<file path="src/rtl/ssrm_pkg.sv">
/*
 * Shared constants and types of the reduced-speed monitor: register map,
 * field positions, reset values, frequency bounds, modes and carriers.
 * Assumes a 32-bit classic Wishbone slave with byte addresses.
 */
`default_nettype none

package ssrm_pkg;

    // bus shape
    localparam int unsigned ADDR_W = 8;
    localparam int unsigned DATA_W = 32;
    localparam int unsigned SPD_W = 16;
    localparam int unsigned STAGE_W = 2;
    localparam int unsigned STAGES = 4;

    // register byte offsets
    localparam logic [7:0] OFS_CTRL = 8'h00;
    localparam logic [7:0] OFS_STATUS = 8'h04;
    localparam logic [7:0] OFS_IRQ_STAT = 8'h08;
    localparam logic [7:0] OFS_IRQ_MASK = 8'h0C;
    localparam logic [7:0] OFS_FREQ_LIM = 8'h10;
    localparam logic [7:0] OFS_SW_DELAY = 8'h14;
    localparam logic [7:0] OFS_LIMIT = 8'h20;
    localparam logic [7:0] LIMIT_DEC_MASK = 8'hF0;
    localparam int unsigned LIMIT_IDX_LSB = 2;

    // interrupt bit positions
    localparam int unsigned IRQ_SPEED = 0;
    localparam int unsigned IRQ_ENC_FREQ = 1;
    localparam int unsigned IRQ_XCHECK = 2;
    localparam int unsigned IRQ_DEFECT = 3;
    localparam int unsigned IRQ_AMPL = 4;
    localparam int unsigned IRQ_W = 5;

    // frequency bounds in kHz
    localparam logic [15:0] FREQ_MIN_KHZ = 16'h012C;
    localparam logic [15:0] FREQ_MAX_KHZ = 16'h01A4;
    localparam logic [15:0] AMPL_MAX_KHZ = 16'h01A4;

    // reset values
    localparam logic [15:0] FREQ_LIM_RST = 16'h012C;
    localparam logic [15:0] SW_DELAY_RST = 16'h0010;
    localparam logic [15:0] LIMIT_RST = 16'h0100;
    localparam logic [IRQ_W-1:0] IRQ_MASK_RST = 5'h00;
    localparam logic [15:0] CNT_ZERO = 16'h0000;
    localparam logic [15:0] CNT_ONE = 16'h0001;

    typedef enum logic [1:0] {
        MODE_OFF,
        MODE_STANDSTILL,
        MODE_REDUCED
    } ssrm_mode_e;

    // control register, bit 3 downward
    typedef struct packed {
        logic stop_clr;
        logic fixed_variant;
        logic single_enc;
        logic enable;
    } ssrm_ctrl_s;

    localparam ssrm_ctrl_s CTRL_RST = '0;

    // status register low half
    typedef struct packed {
        logic pending;
        logic [1:0] stage;
        logic ampl_active;
        logic stop;
        logic standstill;
        logic active;
    } ssrm_status_s;

endpackage

`default_nettype wire

</file>
<file path="src/rtl/ssrm_limit_mem.sv">
/*
 * Four-entry speed limit table with one byte-lane write port and two
 * registered read ports (bus side and monitor side).
 * Assumes the write enable is a single-cycle strobe.
 */
`timescale 1ns/1ns
`default_nettype none

module ssrm_limit_mem
    import ssrm_pkg::*;
(
    input wire logic clk,
    input wire logic arst_n,
    input wire logic we,
    input wire logic [1:0] wr_be,
    input wire logic [STAGE_W-1:0] wr_idx,
    input wire logic [15:0] wr_data,
    input wire logic [STAGE_W-1:0] rd_a_idx,
    output logic [15:0] rd_a_data,
    input wire logic [STAGE_W-1:0] rd_b_idx,
    output logic [15:0] rd_b_data
);

    logic [15:0] mem_q [STAGES];
    logic [15:0] mem_d [STAGES];

    // byte-lane merge into the addressed word
    always_comb begin
        for (int i = 0; i < STAGES; i++) begin
            mem_d[i] = mem_q[i];
        end
        if (we) begin
            if (wr_be[0]) begin
                mem_d[wr_idx][7:0] = wr_data[7:0];
            end
            if (wr_be[1]) begin
                mem_d[wr_idx][15:8] = wr_data[15:8];
            end
        end
    end

    // storage and registered reads
    always_ff @(posedge clk or negedge arst_n) begin
        if (!arst_n) begin
            for (int i = 0; i < STAGES; i++) begin
                mem_q[i] <= LIMIT_RST;
            end
            rd_a_data <= LIMIT_RST;
            rd_b_data <= LIMIT_RST;
        end else begin
            for (int i = 0; i < STAGES; i++) begin
                mem_q[i] <= mem_d[i];
            end
            rd_a_data <= mem_q[rd_a_idx];
            rd_b_data <= mem_q[rd_b_idx];
        end
    end

endmodule // ssrm_limit_mem

`default_nettype wire

</file>
<file path="src/rtl/ssrm_monitor.sv">
/*
 * Per-axis reduced-speed and standstill selection monitor with encoder
 * limit-frequency check, channel cross-check and Wishbone registers.
 * Assumes monitor_tick is a one-cycle strobe per monitoring cycle and
 * all inputs are synchronous to clk.
 */
`timescale 1ns/1ns
`default_nettype none

module ssrm_monitor
    import ssrm_pkg::*;
(
    input wire logic clk,
    input wire logic arst_n,
    input wire logic wb_cyc_i,
    input wire logic wb_stb_i,
    input wire logic wb_we_i,
    input wire logic [ADDR_W-1:0] wb_adr_i,
    input wire logic [3:0] wb_sel_i,
    input wire logic [DATA_W-1:0] wb_dat_i,
    output logic [DATA_W-1:0] wb_dat_o,
    output logic wb_ack_o,
    input wire logic monitor_tick,
    input wire logic [SPD_W-1:0] speed_actual,
    input wire logic [15:0] enc_freq_khz,
    input wire logic enc_amplitude_ok,
    input wire logic [15:0] peer_freq_limit,
    input wire logic monitor_off_input,
    input wire logic standstill_off_input,
    input wire logic [STAGE_W-1:0] stage_sel,
    output logic monitor_active_flag,
    output logic standstill_active_flag,
    output logic [STAGE_W-1:0] active_stage,
    output logic amplitude_check_active,
    output logic stop_request,
    output logic irq
);

    function automatic logic over_limit(input logic [15:0] val,
                                        input logic [15:0] lim);
        over_limit = val > lim;
    endfunction

    function automatic logic [15:0] merge16(input logic [15:0] old,
                                            input logic [31:0] dat,
                                            input logic [3:0] sel);
        merge16 = old;
        if (sel[0]) begin
            merge16[7:0] = dat[7:0];
        end
        if (sel[1]) begin
            merge16[15:8] = dat[15:8];
        end
    endfunction

    // bus state
    logic ack_q, ack_d;
    logic [DATA_W-1:0] dat_q, dat_d;
    logic lim_rd_q, lim_rd_d;
    ssrm_ctrl_s ctrl_q, ctrl_d;
    logic [IRQ_W-1:0] mask_q, mask_d;
    logic [15:0] freq_lim_q, freq_lim_d;
    logic [15:0] sw_delay_q, sw_delay_d;
    logic [IRQ_W-1:0] w1c;
    logic stop_clr;
    logic wr, lim_hit, lim_we;
    logic [15:0] freq_new;
    // limit stage state
    logic [STAGE_W-1:0] sel_q, sel_d, stage_q, stage_d;
    logic [STAGE_W-1:0] pend_stage_q, pend_stage_d;
    logic pend_q, pend_d;
    logic [15:0] lim_q, lim_d, cnt_q, cnt_d;
    logic [15:0] rd_a_data, rd_b_data;
    // monitor state
    ssrm_mode_e mode;
    logic [15:0] freq_eff;
    logic [IRQ_W-1:0] ev, stat_q, stat_d;
    logic active_q, active_d, standstill_q, standstill_d;
    logic stop_q, stop_d, ampl_q, ampl_d;
    ssrm_status_s status;

    assign wr = wb_cyc_i & wb_stb_i & wb_we_i & ack_q;
    assign lim_hit = (wb_adr_i & LIMIT_DEC_MASK) == OFS_LIMIT;
    assign lim_we = wr & lim_hit;

    ssrm_limit_mem u_limit_mem (
        .clk(clk),
        .arst_n(arst_n),
        .we(lim_we),
        .wr_be(wb_sel_i[1:0]),
        .wr_idx(wb_adr_i[LIMIT_IDX_LSB +: STAGE_W]),
        .wr_data(wb_dat_i[15:0]),
        .rd_a_idx(wb_adr_i[LIMIT_IDX_LSB +: STAGE_W]),
        .rd_a_data(rd_a_data),
        .rd_b_idx(stage_sel),
        .rd_b_data(rd_b_data)
    );

    assign status = '{pending: pend_q, stage: stage_q, ampl_active: ampl_q,
                      stop: stop_q, standstill: standstill_q,
                      active: active_q};

    // bus decode; writes land on the edge where the master sees ack
    always_comb begin
        ack_d = wb_cyc_i & wb_stb_i & ~ack_q;
        dat_d = dat_q;
        lim_rd_d = lim_rd_q;
        ctrl_d = ctrl_q;
        ctrl_d.stop_clr = 1'b0;
        mask_d = mask_q;
        freq_lim_d = freq_lim_q;
        sw_delay_d = sw_delay_q;
        w1c = '0;
        freq_new = merge16(freq_lim_q, wb_dat_i, wb_sel_i);
        if (ack_d) begin
            lim_rd_d = lim_hit;
            case (wb_adr_i)
                OFS_CTRL: dat_d = {28'h0000000, ctrl_q};
                OFS_STATUS: dat_d = {lim_q, 9'h000, status};
                OFS_IRQ_STAT: dat_d = {27'h0000000, stat_q};
                OFS_IRQ_MASK: dat_d = {27'h0000000, mask_q};
                OFS_FREQ_LIM: dat_d = {16'h0000, freq_lim_q};
                OFS_SW_DELAY: dat_d = {16'h0000, sw_delay_q};
                default: dat_d = '0; // unmapped reads zero
            endcase
        end
        if (wr && wb_sel_i[0]) begin
            case (wb_adr_i)
                OFS_CTRL: ctrl_d = ssrm_ctrl_s'(wb_dat_i[3:0]);
                OFS_IRQ_STAT: w1c = wb_dat_i[IRQ_W-1:0];
                OFS_IRQ_MASK: mask_d = wb_dat_i[IRQ_W-1:0];
                default: ;
            endcase
        end
        if (wr) begin
            case (wb_adr_i)
                OFS_FREQ_LIM: begin
                    // clamp into the legal window
                    if (freq_new < FREQ_MIN_KHZ) begin
                        freq_lim_d = FREQ_MIN_KHZ;
                    end else if (freq_new > FREQ_MAX_KHZ) begin
                        freq_lim_d = FREQ_MAX_KHZ;
                    end else begin
                        freq_lim_d = freq_new;
                    end
                end
                OFS_SW_DELAY: sw_delay_d = merge16(sw_delay_q, wb_dat_i,
                                                   wb_sel_i);
                default: ;
            endcase
        end
    end

    assign stop_clr = ctrl_q.stop_clr;

    always_ff @(posedge clk or negedge arst_n) begin
        if (!arst_n) begin
            ack_q <= 1'b0;
            dat_q <= '0;
            lim_rd_q <= 1'b0;
            ctrl_q <= CTRL_RST;
            mask_q <= IRQ_MASK_RST;
            freq_lim_q <= FREQ_LIM_RST;
            sw_delay_q <= SW_DELAY_RST;
        end else begin
            ack_q <= ack_d;
            dat_q <= dat_d;
            lim_rd_q <= lim_rd_d;
            ctrl_q <= ctrl_d;
            mask_q <= mask_d;
            freq_lim_q <= freq_lim_d;
            sw_delay_q <= sw_delay_d;
        end
    end

    // limit table word comes straight from its own read register
    assign wb_dat_o = lim_rd_q ? {16'h0000, rd_a_data} : dat_q;
    assign wb_ack_o = ack_q;

    // stage changeover; sel_q lines up with the registered table read
    always_comb begin
        sel_d = stage_sel;
        stage_d = stage_q;
        lim_d = lim_q;
        pend_d = pend_q;
        pend_stage_d = pend_stage_q;
        cnt_d = cnt_q;
        if (sel_q == stage_q) begin
            lim_d = rd_b_data; // follows table edits
            pend_d = 1'b0;
        end else if (!over_limit(lim_q, rd_b_data)) begin
            stage_d = sel_q; // raising takes effect at once
            lim_d = rd_b_data;
            pend_d = 1'b0;
        end else if (!pend_q || pend_stage_q != sel_q) begin
            pend_d = 1'b1; // lowering starts the delay
            pend_stage_d = sel_q;
            cnt_d = sw_delay_q;
        end else if (cnt_q == CNT_ZERO) begin
            stage_d = sel_q; // delay over, lower limit enforced
            lim_d = rd_b_data;
            pend_d = 1'b0;
        end else if (monitor_tick) begin
            cnt_d = cnt_q - CNT_ONE;
        end
    end

    always_ff @(posedge clk or negedge arst_n) begin
        if (!arst_n) begin
            sel_q <= '0;
            stage_q <= '0;
            lim_q <= LIMIT_RST;
            pend_q <= 1'b0;
            pend_stage_q <= '0;
            cnt_q <= CNT_ZERO;
        end else begin
            sel_q <= sel_d;
            stage_q <= stage_d;
            lim_q <= lim_d;
            pend_q <= pend_d;
            pend_stage_q <= pend_stage_d;
            cnt_q <= cnt_d;
        end
    end

    // mode decode; a cleared enable or monitor_off_input selects MODE_OFF, which drops the active and standstill flags and the speed and frequency checks
    always_comb begin
        if (!ctrl_q.enable || monitor_off_input) begin
            mode = MODE_OFF;
        end else if (!standstill_off_input) begin
            mode = MODE_STANDSTILL;
        end else begin
            mode = MODE_REDUCED;
        end
    end

    // fixed variant keeps the base limit whatever was written
    assign freq_eff = ctrl_q.fixed_variant ? FREQ_MIN_KHZ : freq_lim_q;

    // per-tick checks; each event lands in status one edge later
    always_comb begin
        ev = '0;
        if (monitor_tick) begin
            case (mode)
                MODE_REDUCED: begin
                    // also catches entry above limit
                    ev[IRQ_SPEED] = over_limit(speed_actual, lim_q);
                end
                MODE_STANDSTILL, MODE_OFF: ev[IRQ_SPEED] = 1'b0;
                default: ev[IRQ_SPEED] = 1'b0;
            endcase
            // strictly above the limit only
            ev[IRQ_ENC_FREQ] = (mode != MODE_OFF) & ctrl_q.single_enc &
                               over_limit(enc_freq_khz, freq_eff);
            ev[IRQ_XCHECK] = freq_lim_q != peer_freq_limit;
            ev[IRQ_DEFECT] = ctrl_q.fixed_variant &
                             (freq_lim_q != FREQ_MIN_KHZ);
            ev[IRQ_AMPL] = ampl_q & ~enc_amplitude_ok;
        end
    end

    // flags, stop latch and sticky status; set beats clear
    always_comb begin
        active_d = mode != MODE_OFF;
        standstill_d = mode == MODE_STANDSTILL;
        ampl_d = ~over_limit(enc_freq_khz, AMPL_MAX_KHZ);
        // stop latched the edge after detection, well inside budget
        stop_d = (stop_q & ~stop_clr) | ev[IRQ_SPEED] | ev[IRQ_ENC_FREQ] |
                 ev[IRQ_DEFECT];
        stat_d = (stat_q & ~w1c) | ev;
    end

    always_ff @(posedge clk or negedge arst_n) begin
        if (!arst_n) begin
            active_q <= 1'b0;
            standstill_q <= 1'b0;
            ampl_q <= 1'b0;
            stop_q <= 1'b0;
            stat_q <= '0;
        end else begin
            active_q <= active_d;
            standstill_q <= standstill_d;
            ampl_q <= ampl_d;
            stop_q <= stop_d;
            stat_q <= stat_d;
        end
    end

    assign monitor_active_flag = active_q;
    assign standstill_active_flag = standstill_q;
    assign active_stage = stage_q;
    assign amplitude_check_active = ampl_q;
    assign stop_request = stop_q;
    assign irq = |(stat_q & mask_q);

endmodule // ssrm_monitor

`default_nettype wire

</file>
<file path="config.mk">
export PLATFORM = sky130hd
export DESIGN_NAME = ssrm_monitor
export DESIGN_NICKNAME = d
export VERILOG_FILES = /design/src/rtl/ssrm_pkg.sv /design/src/rtl/ssrm_limit_mem.sv /design/src/rtl/ssrm_monitor.sv
export SDC_FILE = /design/constraint.sdc
export NUM_CORES = 1
export LEC_CHECK = 0
export BUFFER_PORTS_ARGS = -buffer_cell sky130_fd_sc_hd__buf_2
export CORE_UTILIZATION = 33
export CTS_CLUSTER_DIAMETER = 50
export DETAILED_ROUTE_END_ITERATION = 12
export PLACE_DENSITY_LB_ADDON = 0.3
export SYNTH_ARGS = -nofsm -noshare
export SYNTH_HDL_FRONTEND = slang
export SYNTH_SLANG_ARGS = --single-unit
</file>
<file path="constraint.sdc">
create_clock -name clk -period 2.9 [get_ports clk]
set_input_delay 0.29 -clock clk [delete_from_list [all_inputs] [get_ports clk]]
set_output_delay 0.29 -clock clk [all_outputs]
set_load 0.005 [all_outputs]
</file>
======== Word level (Yosys, flattened, before mapping) ========
Cells that the tools add are included.
word-level totals
  output and inout bits ................... 40
  logic and storage cells ................. 144
  bits in registers ....................... 219
  input bits .............................. 103
cells by class
  equality and inequality tests ........... 18
  $lt $le $gt $ge ......................... 9
  bitwise logic cells ..................... 24
  multiplexer cells ....................... 44
  add/sub/neg operators ................... 1
  reductions and logical operators ........ 20
operators with widths
  kind                     count
  $mux W16                 15
  $mux W64                 3
  $pmux W32 S6             1
  $bwmux W64               2
  $bmux W16 S2             2
  $demux W16 S2            2
  $gt A16 B16 Y1           3
  $gt A16 B9 Y1 const B    2
  $mux W32                 1
  $mux W8                  3
  $eq A8 B4 Y1 const B     2
  $eq A8 B5 Y1 const B     2
  $logic_not A16 Y1        1
  $lt A16 B9 Y1 const B    1
  $ne A16 B16 Y1           1
  $ne A16 B9 Y1 const B    1
  $sub A16 B1 Y16 const B  1
  $mux W5                  3
  $reduce_and A3 Y1        4
  $and A1 B1 Y1            10
  $and A5 B5 Y5            2
  $mux W2                  5
  $eq A8 B3 Y1 const B     1
  $logic_not A8 Y1         1
  26 further kinds         47

======== Depth between registers and ports, before layout ========
Gate-level depths: netlist of the first run.
  word-level depth ........................ 10
  depth in mapped cells ................... 11
  depth with buffers taken out ............ 9

======== Modules after synthesis ========
A second synthesis of the first run with hierarchy kept.
unflattened totals
  cell total of the unflattened synthesis .. 1010
  area total of the unflattened synthesis .. 11644.9 sq um
modules (own cells, without submodules)
  module          area an instance (sq um)  times used  cells an instance
  ssrm_monitor    7468.4                    1           797
  ssrm_limit_mem  4176.5                    1           213

======== Least setup slack after synthesis of the first run ========
No wires, ideal clock.
  kind .................................... register to register
  from .................................... register ctrl_q[2] (netlist name)
  to ...................................... register stop_q, in the netlist stop_request
  data arrival time ....................... 2.350 ns
  library setup time ...................... 0.136 ns
  setup slack ............................. 0.413 ns
  buffers on the path ..................... 2
  stages on the path, launching flop included .. 11
  data required time ...................... 2.764 ns
  period minus slack after synthesis ...... 2.487 ns
  cells stage by stage .................... dfrtp_1 -> clkbuf_1 -> clkbuf_1 -> nand2b_1 -> ha_1 -> a21o_1 -> a211oi_1 -> o21ai_0 -> a221oi_1 -> a21oi_1 -> or3b_2
on the way
  word-level cells in the longest chain between the ends .. 6
  elaborated cells on any way between the ends .. 7
RTL lines
  element                   RTL line             source
  start: declaration        ssrm_monitor.sv:60   ssrm_ctrl_s ctrl_q, ctrl_d;
  start signal: assignment  ssrm_monitor.sv:169  ctrl_q <= ctrl_d;
  $mux W16                  ssrm_monitor.sv:238  assign freq_eff = ctrl_q.fixed_variant ? FREQ_MIN_KHZ : freq_lim_q;
  $gt A16 B16 Y1            ssrm_monitor.sv:41   over_limit = val > lim;
  $and A1 B1 Y1             ssrm_monitor.sv:253  ev[IRQ_ENC_FREQ] = (mode != MODE_OFF) & ctrl_q.single_enc &
  $mux W5 (*)               ssrm_monitor.sv:243  if (monitor_tick) begin
  $or A1 B1 Y1              ssrm_monitor.sv:268  stop_d = (stop_q & ~stop_clr) | ev[IRQ_SPEED] | ev[IRQ_ENC_FREQ] |
  $or A1 B1 Y1 (*)          ssrm_monitor.sv:268
  via stop_d                ssrm_monitor.sv:79   logic stop_q, stop_d, ampl_q, ampl_d;
  end signal: assignment    ssrm_monitor.sv:284  stop_q <= stop_d;
  end: declaration          ssrm_monitor.sv:79
The timed path passes the listed nets; every way through them passes the cells marked *.
A chain may end at the register's enable or synchronous reset.

======== Worst setup path after layout of the first run ========
Ends and elaborated chain as after synthesis.

==> results.md, run 1 <==
- M1 WL: 14,300 µm
- Sink Count: 219
- Yosys top cell by area: dfrtp_1
- Clk slew on worst S/H paths: 0.06 ns
- First-pass GRT wire length: 49,800 µm
- Sw frac: 26.4%
- Post-Layout Cell Count: 1,619
- Gr usage total: 18.2%
- H-tree Lvls: 1
- Hold path depth: 2
- Remaining DRCs: 0
- Final Skew: 0.0101 ns
- Final hold viol count: 0
- CP max FO: 10
- First DRT Iteration DRCs: 511
- IO Count: 143
- Achievable Freq: 0.377 GHz
- Fin Hold WS: 0.0271 ns
- Met2 routed WL: 15,600 µm
- Net Sw Power: 2.01 mW
- Layout cells sized above 1: 32.3%
- DP Wirelength: 23,300 µm
- Worst EP arrival: 3.04 ns
- Die Y: 188 µm
- Buffers added on ports: 124
- Global route overflow: 0
- Min setup slack post-route: 0.250 ns
- Clk_lat worst skew: 0.53 ns
- Pint: 5.62 mW
- Antenna viol nets, final: 0
- Avg WL per Cell: 19.9 µm
- Global placer's final weighted congestion: 0.824
- Vias: 8,521
- Final core utilization: 40.4%
- Period utilisation layout: 91.4%
- Leakage power: 6.40 nW
- Worst R2R Path Depth: 8
- Commonest non-fill, non-tap cell in the layout: dfrtp_1
- Synth Area per Inst: 11.4 µm²
- RSZ-0062 raised after global routing: no
- Sequential share of power: 43.3%
- Fin area: 13,700 µm²
- Largest net degree at the start of global routing: 98
- PD cells: 559 nW/µm²
- # nets final: 1,303
- Die ar.: 35,400 µm²
- Via density: 5.26
- Slew Limit Fails: 0
- Fill count: 3,283
- Maximum VDD drop: 0.295 mV
- # Post-CTS Setup Buffers: 0
- Initial antenna violation count: 2
- Synth top area share: 45.4%
- Crit Path Class: reg2reg
- Number of CTS-inserted buffers: 26
- CP Launch Type: register
- CP required: 3.30 ns
- Rows: 67
- Synth cell types: 70
- Synth top area cells: dfrtp_1 (45%), mux2_2 (10%), mux4_2 (7.1%), ha_1 (5.4%), nand2_1 (3.2%)
- Longest Clk Path Bufs: 3
- Pre-antenna DRT Iters: 5
- Setup violators final: 0
- Worst Hold Class: in2reg
- Min Tclk post-route: 2.65 ns
- Commonest non-fill, non-tap cells in the layout: dfrtp_1 (207), buf_2 (123), mux2_2 (105)
- Initial core utilization: 33.8%
- Placed insts: 1,567
- Post-DP Area: 12,700 µm²
- Area of the core: 33,800 µm²
- Pre-CTS setup slack: 0.147 ns
- Clock power frac: 44.3%
- Post-Syn Area: 11,400 µm²
- Met3 wire len: 1470 µm
- Power share of the combinational group: 12.3%
- Sequential fraction of the synthesis area: 48.1%
- TritonCTS clock tree: yes
- CP Capture Type: register
- Post-synth EDFFs: 0
- Post-Route WL: 32,200 µm
- Overall Power: 7.64 mW
- Max Cap Violations: 0
- Mapped Cells: 1,006
- Yosys reg bits: 219
- DIE WIDTH: 188 µm
- Top Metal Used: met5
- # diodes: 0
- Ys flop type: dfrtp_1
- Layout area overhead: 19.6%
- YS warnings: 0
- CTS Root Cell: clkbuf_16
- Setup TNS: 0 ns
- Status: finished clean
- Max-slew headroom: 16.2%
- Post-synth ARST share: 100%
- Vias in the first global route: 8,586
- Syn_nets: 1,158
- Worst-margin pin slew: 1.25 ns
## worst max-delay path: stages, from the launching register on
cell      delay, ns
dfrtp_1        0.48
nand2b_1       0.20
ha_1           0.29
a21o_1         0.18
a211oi_1       0.25
o21ai_0        0.15
a221oi_1       0.33
a21oi_1        0.16
or3b_2         0.48
## worst paths after layout
| path | start | to | slack, ns |
|---|---|---|---|
| worst min-delay path | enc_freq_khz[8] | amplitude_check_active$_DFF_PN0_ | 0.03 |
| worst min register to register | dat_q[27]$_DFFE_PN0P_ | dat_q[27]$_DFFE_PN0P_ | 0.45 |
| worst max register to register | ctrl_q[2]$_DFFE_PN0P_ | stop_request$_DFF_PN0_ | 0.25 |
| min in group asynchronous | arst_n | mask_q[3]$_DFFE_PN0P_ | 0.40 |
| max in group asynchronous | arst_n | lim_q[8]$_DFFE_PN1P_ | 1.59 |
| worst max-delay path | ctrl_q[2]$_DFFE_PN0P_ | stop_request$_DFF_PN0_ | 0.25 |
## kinds of logic after synthesis
logic type / Yosys count / share of synthesized area, %
DFF: 219 / 48.1
adders and majority gates: 49 / 5.37
xor gates and xnor gates: 20 / 1.53
buffers and inverters: 90 / 3.22
muxes: 146 / 18.0
AOI/OAI and AO/OA: 180 / 10.1
and+or+nand+nor: 302 / 13.7
## layout make-up
class | count | area [µm²] | share of cell area [%]
clock buffers | 36 | 749 | 5.49
clock inverters | 12 | 154 | 1.13
inverters | 44 | 165 | 1.21
multi-input cells | 697 | 5560 | 40.7
flip-flops and latches | 219 | 5500 | 40.2
well taps | 448 | 561 | 4.11
repair buffers | 163 | 971 | 7.11
## synthesized netlist by cell type, drive strengths merged, types with 9 or more instances
cell type  number
nand2          98
xor2           16
a31oi          11
nand3          52
nor4           15
nand2b         14
nor2b          23
dfstp          12
ha             49
nor2           40
a22oi          14
and2           10
nand4          12
mux2          107
a21oi          39
a22o           10
a21o            9
o31ai          10
mux4           36
o21ai          59
clkbuf         29
inv            43
buf            17
dfrtp         207
nor3           19
## power groups by stage
stage	combinational (mW)	clock [mW]	sequential, mW
after CTS	0.944	3.46	3.31
after global routing	1.03	3.58	3.32
after floorplan	0.581	0	3.32
after global placement	0.924	0	3.36
final	0.941	3.39	3.31
after detailed placement	0.940	0	3.36
## what timing repair did
action | 4_1_cts | 5_1_grt
gates resized for setup | 0 | 1
setup endpoints to repair | 0 | 21
hold endpoints to repair | 92 | 0
hold buffers | 4 | 0
## sequential cells by signal, summed over array words and instances, names as in the netlist, 16 cells and up
name                   flops
cnt_q                     16
dat_q                     32
freq_lim_q                16
lim_q                     16
sw_delay_q                16
u_limit_mem.mem_q         64
u_limit_mem.rd_a_data     16
u_limit_mem.rd_b_data     16
## per-layer routing
| layer | up-vias | GRT usage, % |
|---|---|---|
| li1 | 3965 | - |
| met1 | 4295 | 24.3 |
| met2 | 201 | 30.4 |
| met3 | 56 | 2.49 |
| met4 | 4 | 5.91 |
| met5 | - | 0 |
No activity file was read; power rests on OpenSTA's default activity.
==> run 2: changes to the inputs <==
==> constraint.sdc (replaced) <==
create_clock -name clk -period 2.6 [get_ports clk]
set_input_delay 0.26 -clock clk [delete_from_list [all_inputs] [get_ports clk]]
set_output_delay 0.26 -clock clk [all_outputs]
set_load 0.005 [all_outputs]
==> run 2 against run 1 <==
Clock skew grew 0.017 ns. Maximum frequency increased by 6.4%. First-iteration DRC count up 3.3%. Final cell count grew 1.7%. Cell area increased by 2.0%. Setup slack got worse by 0.14 ns. Non-clock buffer count up 22. Core utilization is 0.79 points higher. Register-to-register slack worse by 0.14 ns. Count of clock-buffer cells in the layout is the same. Sequential cell count stayed put. Largest power group unchanged.
==> results.md, run 2 (synthesized netlist as in run 1, its figures left out) <==
- Hold Startpoint: wb_dat_i[14]
- Sink Count: 219 (unchanged)
- Leakage power: 6.55 nW (+2.4%)
- Overall Power: 8.85 mW (+16%)
- Die Y: 188 µm (unchanged)
- Global placer's final weighted congestion: 0.868 (+5.3%)
- RR Startpoint: u_limit_mem.rd_b_data[8]$_DFF_PN1_
- Largest reg by FF count: u_limit_mem.mem_q
- Maximum VDD drop: 0.400 mV (+35%)
- DP Wirelength: 23,700 µm (+2.0%)
- Top Metal Used: met5
- Critical path depth: 8 (unchanged)
- Via density: 5.28 (+0.23%)
- Die ar.: 35,400 µm² (unchanged)
- Worst EP arrival: 2.90 ns (-0.14 ns)
- Longest Clk Path Bufs: 3 (unchanged)
- Period utilisation layout: 95.8% (+4.5 points)
- Buffers added on ports: 124 (unchanged)
- TritonCTS clock tree: yes
- Antenna viol nets, final: 0 (unchanged)
- Pre-CTS setup slack: 0.106 ns (-0.0411 ns)
- M1 WL: 14,300 µm (-0.47%)
- Post-Route WL: 32,400 µm (+0.55%)
- Slew Limit Fails: 0 (unchanged)
- Min setup slack post-route: 0.109 ns (-0.142 ns)
- Largest net degree at the start of global routing: 86 (-12%)
- Layout cells sized above 1: 33.6% (+1.3 points)
- Status: finished clean
- # nets final: 1,327 (+1.8%)
- IO Count: 143 (unchanged)
- Clk_lat worst skew: 0.55 ns (+0.02 ns)
- Achievable Freq: 0.401 GHz (+6.4%)
- Vias: 8,683 (+1.9%)
- Max-slew headroom: 48.8% (+33 points)
- Reg area: 5500 µm² (unchanged)
- Pre-antenna DRT Iters: 5 (unchanged)
- Largest register FFs: 64 (unchanged)
- Vias in the first global route: 8,835 (+2.9%)
- Met2 routed WL: 15,600 µm (about the same)
- Met3 wire len: 1660 µm (+13%)
- Avg WL per Cell: 19.7 µm (-1.1%)
- Min Tclk post-route: 2.49 ns (-0.158 ns)
- CP Launch Type: register
- Clk slew on worst S/H paths: 0.06 ns (about the same)
- Fill count: 3,230 (-1.6%)
- CP Cell Sequence: inv_1, ha_1, nand4_1, or2_1, a211oi_2, nor4_2, or3_4, mux2_4
- Remaining DRCs: 0 (unchanged)
- CTS Root Cell: clkbuf_16
- Commonest non-fill, non-tap cells in the layout: dfrtp_1 (207), buf_2 (123), mux2_2 (105)
- PD cells: 636 nW/µm² (+14%)
- Reg2Reg Capture Point: active_stage[1]$_DFFE_PN0P_
- Hold path depth: 2 (unchanged)
- Crit Path Class: reg2reg
- Layout area overhead: 21.9%
- CP max FO: 3 (-7)
- Hold Path End: u_limit_mem.mem_q[14]$_DFFE_PN0P_
- Initial antenna violation count: 2 (unchanged)
- Initial core utilization: 33.8% (unchanged)
- Max Cap Violations: 0 (unchanged)
- Setup violators final: 0 (unchanged)
- Max incr delay on CP: 0.51 ns (+0.03 ns)
- Area of the core: 33,800 µm² (unchanged)
- Rows: 67 (unchanged)
- Final hold viol count: 0 (unchanged)
- CP Capture Type: register
- First DRT Iteration DRCs: 528 (+3.3%)
- Global route overflow: 0 (unchanged)
- Leading registers by flop count: u_limit_mem.mem_q x64, dat_q x32
- DIE WIDTH: 188 µm (unchanged)
- RSZ-0062 raised after global routing: no
- Worst-margin pin slew: 0.767 ns (-0.485 ns)
- CP delay by family, top: simple AND/OR/NAND/NOR gates
- H-tree Lvls: 1 (unchanged)
- Worst Hold Class: in2reg
- Worst R2R Path Depth: 8 (unchanged)
- Worst path bufs/invs: 1 (+1)
- Number of CTS-inserted buffers: 28 (+7.7%)
- First-pass GRT wire length: 51,300 µm (+2.9%)
- Setup TNS: 0 ns (unchanged)
- Gr usage total: 18.7% (+0.53 points)
- Final Skew: 0.0270 ns (+0.0169 ns)
- Slowest cell on crit path: dfstp_2
- R2r setup slk: 0.11 ns (-0.14 ns)
- Final core utilization: 41.2% (+0.79 points)
- Commonest non-fill, non-tap cell in the layout: dfrtp_1
- Multi-input gate area: 5560 µm² (about the same)
- CP required: 3.01 ns (-0.29 ns)
[run 2: cell types whose count changed in the layout (fill, tap and decap cells not counted), moves of 2 or more]
cell / delta
buf_4: +20
bufinv_16: +2
clkbuf_8: -2
dlygate4sd3_1: +2
[run 2: worst max-delay path by stage]
| stage | startpoint | slack [ns] | to |
|---|---|---|---|
| 3_5_place_dp | u_limit_mem.rd_b_data[8]$_DFF_PN1_ | 0.11 | cnt_q[14]$_DFFE_PN0P_ |
| 4_1_cts | u_limit_mem.rd_b_data[8]$_DFF_PN1_ | 0.07 | cnt_q[6]$_DFFE_PN0P_ |
| 2_1_floorplan | ctrl_q[2]$_DFFE_PN0P_ | 0.11 | stop_request$_DFF_PN0_ |
| 5_1_grt | u_limit_mem.rd_b_data[8]$_DFF_PN1_ | 0.001 | active_stage[1]$_DFFE_PN0P_ |
| 3_3_place_gp | ctrl_q[2]$_DFFE_PN0P_ | 0.12 | stop_request$_DFF_PN0_ |
| 6_report | u_limit_mem.rd_b_data[8]$_DFF_PN1_ | 0.11 | active_stage[1]$_DFFE_PN0P_ |
[run 2: worst reg2reg max path, cell delays in order, from the launching register on]
cell and delay (ns):
dfstp_2 0.51, inv_1 0.05, ha_1 0.27, nand4_1 0.15, or2_1 0.28, a211oi_2 0.25, nor4_2 0.11, or3_4 0.43
mux2_4 0.30
[run 2: layout make-up]
cell class | count | share of cell area [%]
multi-input combinational | 697 | 40.0
sequential | 219 | 39.5
timing repair buffer | 185 | 8.20
clock buffer | 36 | 5.39
tap | 448 | 4.03
clock inverter | 16 | 1.72
inverter | 44 | 1.20
antenna | 1 | 0.0180
[run 2: through the flow]
step                hold slack (ns)  std cells  area (µm²)
floorplan                   -0.0356       1006       11400
global placement              0.330       1587       12900
detailed placement            0.336       1587       12900
CTS                          0.0307       1645       13900
global route                 0.0391       1646       13900
finish                       0.0472       1646       13900
[run 2: report_power, final]
| part | leakage, nW | internal, mW | switching [mW] |
|---|---|---|---|
| combinational | 3.10 | 0.423 | 0.648 |
| clock | 0.480 | 2.56 | 1.53 |
| sequential | 2.97 | 3.54 | 0.148 |
[run 2: metal layers]
layer  GRT usage (%)  vias to the layer above
met4            6.04                        2
met1            24.9                     4369
li1                -                     4014
met5               0                        -
met3            2.81                       55
met2            31.2                      243
[run 2: what timing repair did]
action,CTS,global route
buffers inserted,0,0
setup endpoints to repair,0,23
resized for setup,0,4
hold buffers,6,0
endpoints found under the hold margin,80,0
==> run 3: changes to the inputs <==
--- a/config.mk
+++ b/config.mk
@@ -6,7 +6,7 @@
 export NUM_CORES = 1
 export LEC_CHECK = 0
 export BUFFER_PORTS_ARGS = -buffer_cell sky130_fd_sc_hd__buf_2
-export CORE_UTILIZATION = 33
+export CORE_UTILIZATION = 40
 export CTS_CLUSTER_DIAMETER = 50
 export DETAILED_ROUTE_END_ITERATION = 12
 export PLACE_DENSITY_LB_ADDON = 0.3
==> run 3 against run 2 <==
Final cell count down 5.1%. Global-route usage increased by 3.1 points. Critical path depth did not move. Worst hold slack better by 0.043 ns. Core utilization grew 7.6 points. Count of clock-buffer cells in the layout shrank 3. Cell area shrank 2.1%. Setup slack better by 0.026 ns. Combinational power about the same. Sequential share of layout area rose by 0.86 points. Critical endpoint is now active_stage[0]$_DFFE_PN0P_. Largest power group is now registers.
==> results.md, run 3 (synthesized netlist as in run 1, its figures left out) <==
- CP max FO: 3 (unchanged)
- Pre-antenna DRT Iters: 5 (unchanged)
- Area of the core: 27,900 µm² (-17%)
- Leakage power: 6.45 nW (-1.5%)
- PD cells: 616 nW/µm² (-3.1%)
- Longest Clk Path Bufs: 3 (unchanged)
- Worst-margin pin slew: 0.726 ns (-0.0415 ns)
- DIE WIDTH: 171 µm (-9.1%)
- Setup violators final: 0 (unchanged)
- Commonest non-fill, non-tap cell in the layout: dfrtp_1
- Largest net degree at the start of global routing: 75 (-13%)
- Buffers added on ports: 124 (unchanged)
- Min setup slack post-route: 0.135 ns (+0.0261 ns)
- Status: finished clean
- Avg WL per Cell: 19.9 µm (+1.0%)
- Hold Startpoint: wb_dat_i[14]
- RR Startpoint: u_limit_mem.rd_b_data[8]$_DFF_PN1_
- Layout cells sized above 1: 33.1% (-0.48 points)
- Worst Hold Class: in2reg
- Clk slew on worst S/H paths: 0.06 ns (about the same)
- Largest register FFs: 64 (unchanged)
- Max-slew headroom: 51.3% (+2.5 points)
- Post-Layout Cell Count: 1,562 (-5.1%)
- Die ar.: 29,200 µm² (-17%)
- CTS Root Cell: clkbuf_16
- Final hold viol count: 0 (unchanged)
- Leading registers by flop count: u_limit_mem.mem_q x64, dat_q x32
- Initial antenna violation count: 0 (-2)
- Setup TNS: 0 ns (unchanged)
- TritonCTS clock tree: yes
- Commonest non-fill, non-tap cells in the layout: dfrtp_1 (206), buf_2 (123), mux2_2 (105)
- Crit Path Class: reg2reg
- First DRT Iteration DRCs: 540 (+2.3%)
- Max Cap Violations: 0 (unchanged)
- Rows: 61 (-9.0%)
- Crit path launch: u_limit_mem.rd_b_data[8]$_DFF_PN1_
- Final core utilization: 48.8% (+7.6 points)
- # diodes: 0 (-1)
- RSZ-0062 raised after global routing: no
- First-pass GRT wire length: 48,300 µm (-5.8%)
- Die Y: 171 µm (-9.1%)
- Post-Route WL: 31,100 µm (-4.2%)
- CP Launch Type: register
- Remaining DRCs: 0 (unchanged)
- Global placer's final weighted congestion: 0.900 (+3.7%)
- H-tree Lvls: 1 (unchanged)
- Slew Limit Fails: 0 (unchanged)
- Fill count: 2,590 (-20%)
- Global route overflow: 0 (unchanged)
- Largest reg by FF count: u_limit_mem.mem_q
- Layout area overhead: 19.3%
- # Post-CTS Setup Buffers: 0 (unchanged)
- Clk_lat worst skew: 0.52 ns (-0.03 ns)
- Period utilisation layout: 94.8% (-1.0 points)
- Via density: 5.50 (+4.2%)
- DP Wirelength: 22,600 µm (-4.6%)
- Worst EP arrival: 2.87 ns (-0.03 ns)
- CP required: 3.00 ns (about the same)
- Pre-CTS setup slack: 0.0913 ns (-0.0148 ns)
- Min Tclk post-route: 2.47 ns (-0.0261 ns)
- IO Count: 143 (unchanged)
- Vias in the first global route: 8,410 (-4.8%)
- Antenna viol nets, final: 0 (unchanged)
- CP Capture Type: register
- Final Skew: 0.00947 ns (-0.0175 ns)
- Gr usage total: 21.8% (+3.1 points)
- Maximum VDD drop: 0.401 mV (+0.40%)
- Vias: 8,587 (-1.1%)
- Number of CTS-inserted buffers: 27 (-3.6%)
- Sink Count: 219 (unchanged)
- Placed insts: 1,508 (-5.0%)
- Achievable Freq: 0.406 GHz (+1.1%)
- # nets final: 1,317 (-0.75%)
- Initial core utilization: 40.9% (+7.1 points)
[run 3: power breakdown]
group | internal (mW) | switching, mW | total [mW]
Clock | 2.20 | 1.45 | 3.65
Sequential | 3.54 | 0.149 | 3.69
Combinational | 0.425 | 0.631 | 1.06
[run 3: stage by stage]
| stage | area (µm²) | hold WS (ns) | power, mW |
|---|---|---|---|
| after global routing | 13600 | 0.0802 | 8.74 |
| after floorplan | 11400 | -0.0356 | 4.36 |
| after global placement | 12700 | 0.324 | 4.78 |
| after CTS | 13600 | 0.0753 | 8.47 |
| final | 13600 | 0.0900 | 8.40 |
| after detailed placement | 12700 | 0.323 | 4.80 |
[run 3: routing by layer]
metal / vias up / GRT usage [%] / routed length, µm
li1: 3989 / - / -
met1: 4308 / 30.0 / 13700
met2: 249 / 36.1 / 15100
met3: 41 / 3.33 / 1790
met4: 0 / 5.24 / 564
met5: - / 0 / 0
[run 3: timing repair]
item,in CTS,in global routing
hold endpoints to repair,65,0
hold buffers,6,0
resized for setup,0,5
endpoints found under the setup margin,0,4
[run 3: worst max-delay path, cell delays in order (launching register included)]
cell,delay (ns)
dfstp_2,0.51
inv_1,0.04
ha_1,0.26
nand4_1,0.15
or2_1,0.27
a211oi_2,0.25
nor4_2,0.13
or3_4,0.43
mux2_4,0.30
[run 3: area by class of cell]
class / count / area (µm²) / area share [%]
repair buffers: 176 / 1050 / 7.69
flip-flops and latches: 219 / 5500 / 40.3
clock inverters: 15 / 151 / 1.11
inverters: 44 / 168 / 1.23
well taps: 378 / 473 / 3.47
clock buffers: 33 / 728 / 5.34
multi-input cells: 697 / 5560 / 40.8
[run 3: path summary, 6_finish.rpt]
kind                                                             to  slack (ns)  cells after the start
worst max-delay path                    active_stage[0]$_DFFE_PN0P_        0.13                      8
worst min-delay path                     sw_delay_q[14]$_DFFE_PN0P_        0.09                      2
worst max register to register          active_stage[0]$_DFFE_PN0P_        0.13                      8
worst min register to register                dat_q[19]$_DFFE_PN0P_        0.46                      2
max in group asynchronous                 freq_lim_q[8]$_DFFE_PN1P_        1.46                      3
min in group asynchronous       u_limit_mem.rd_b_data[10]$_DFF_PN0_        0.33                      2
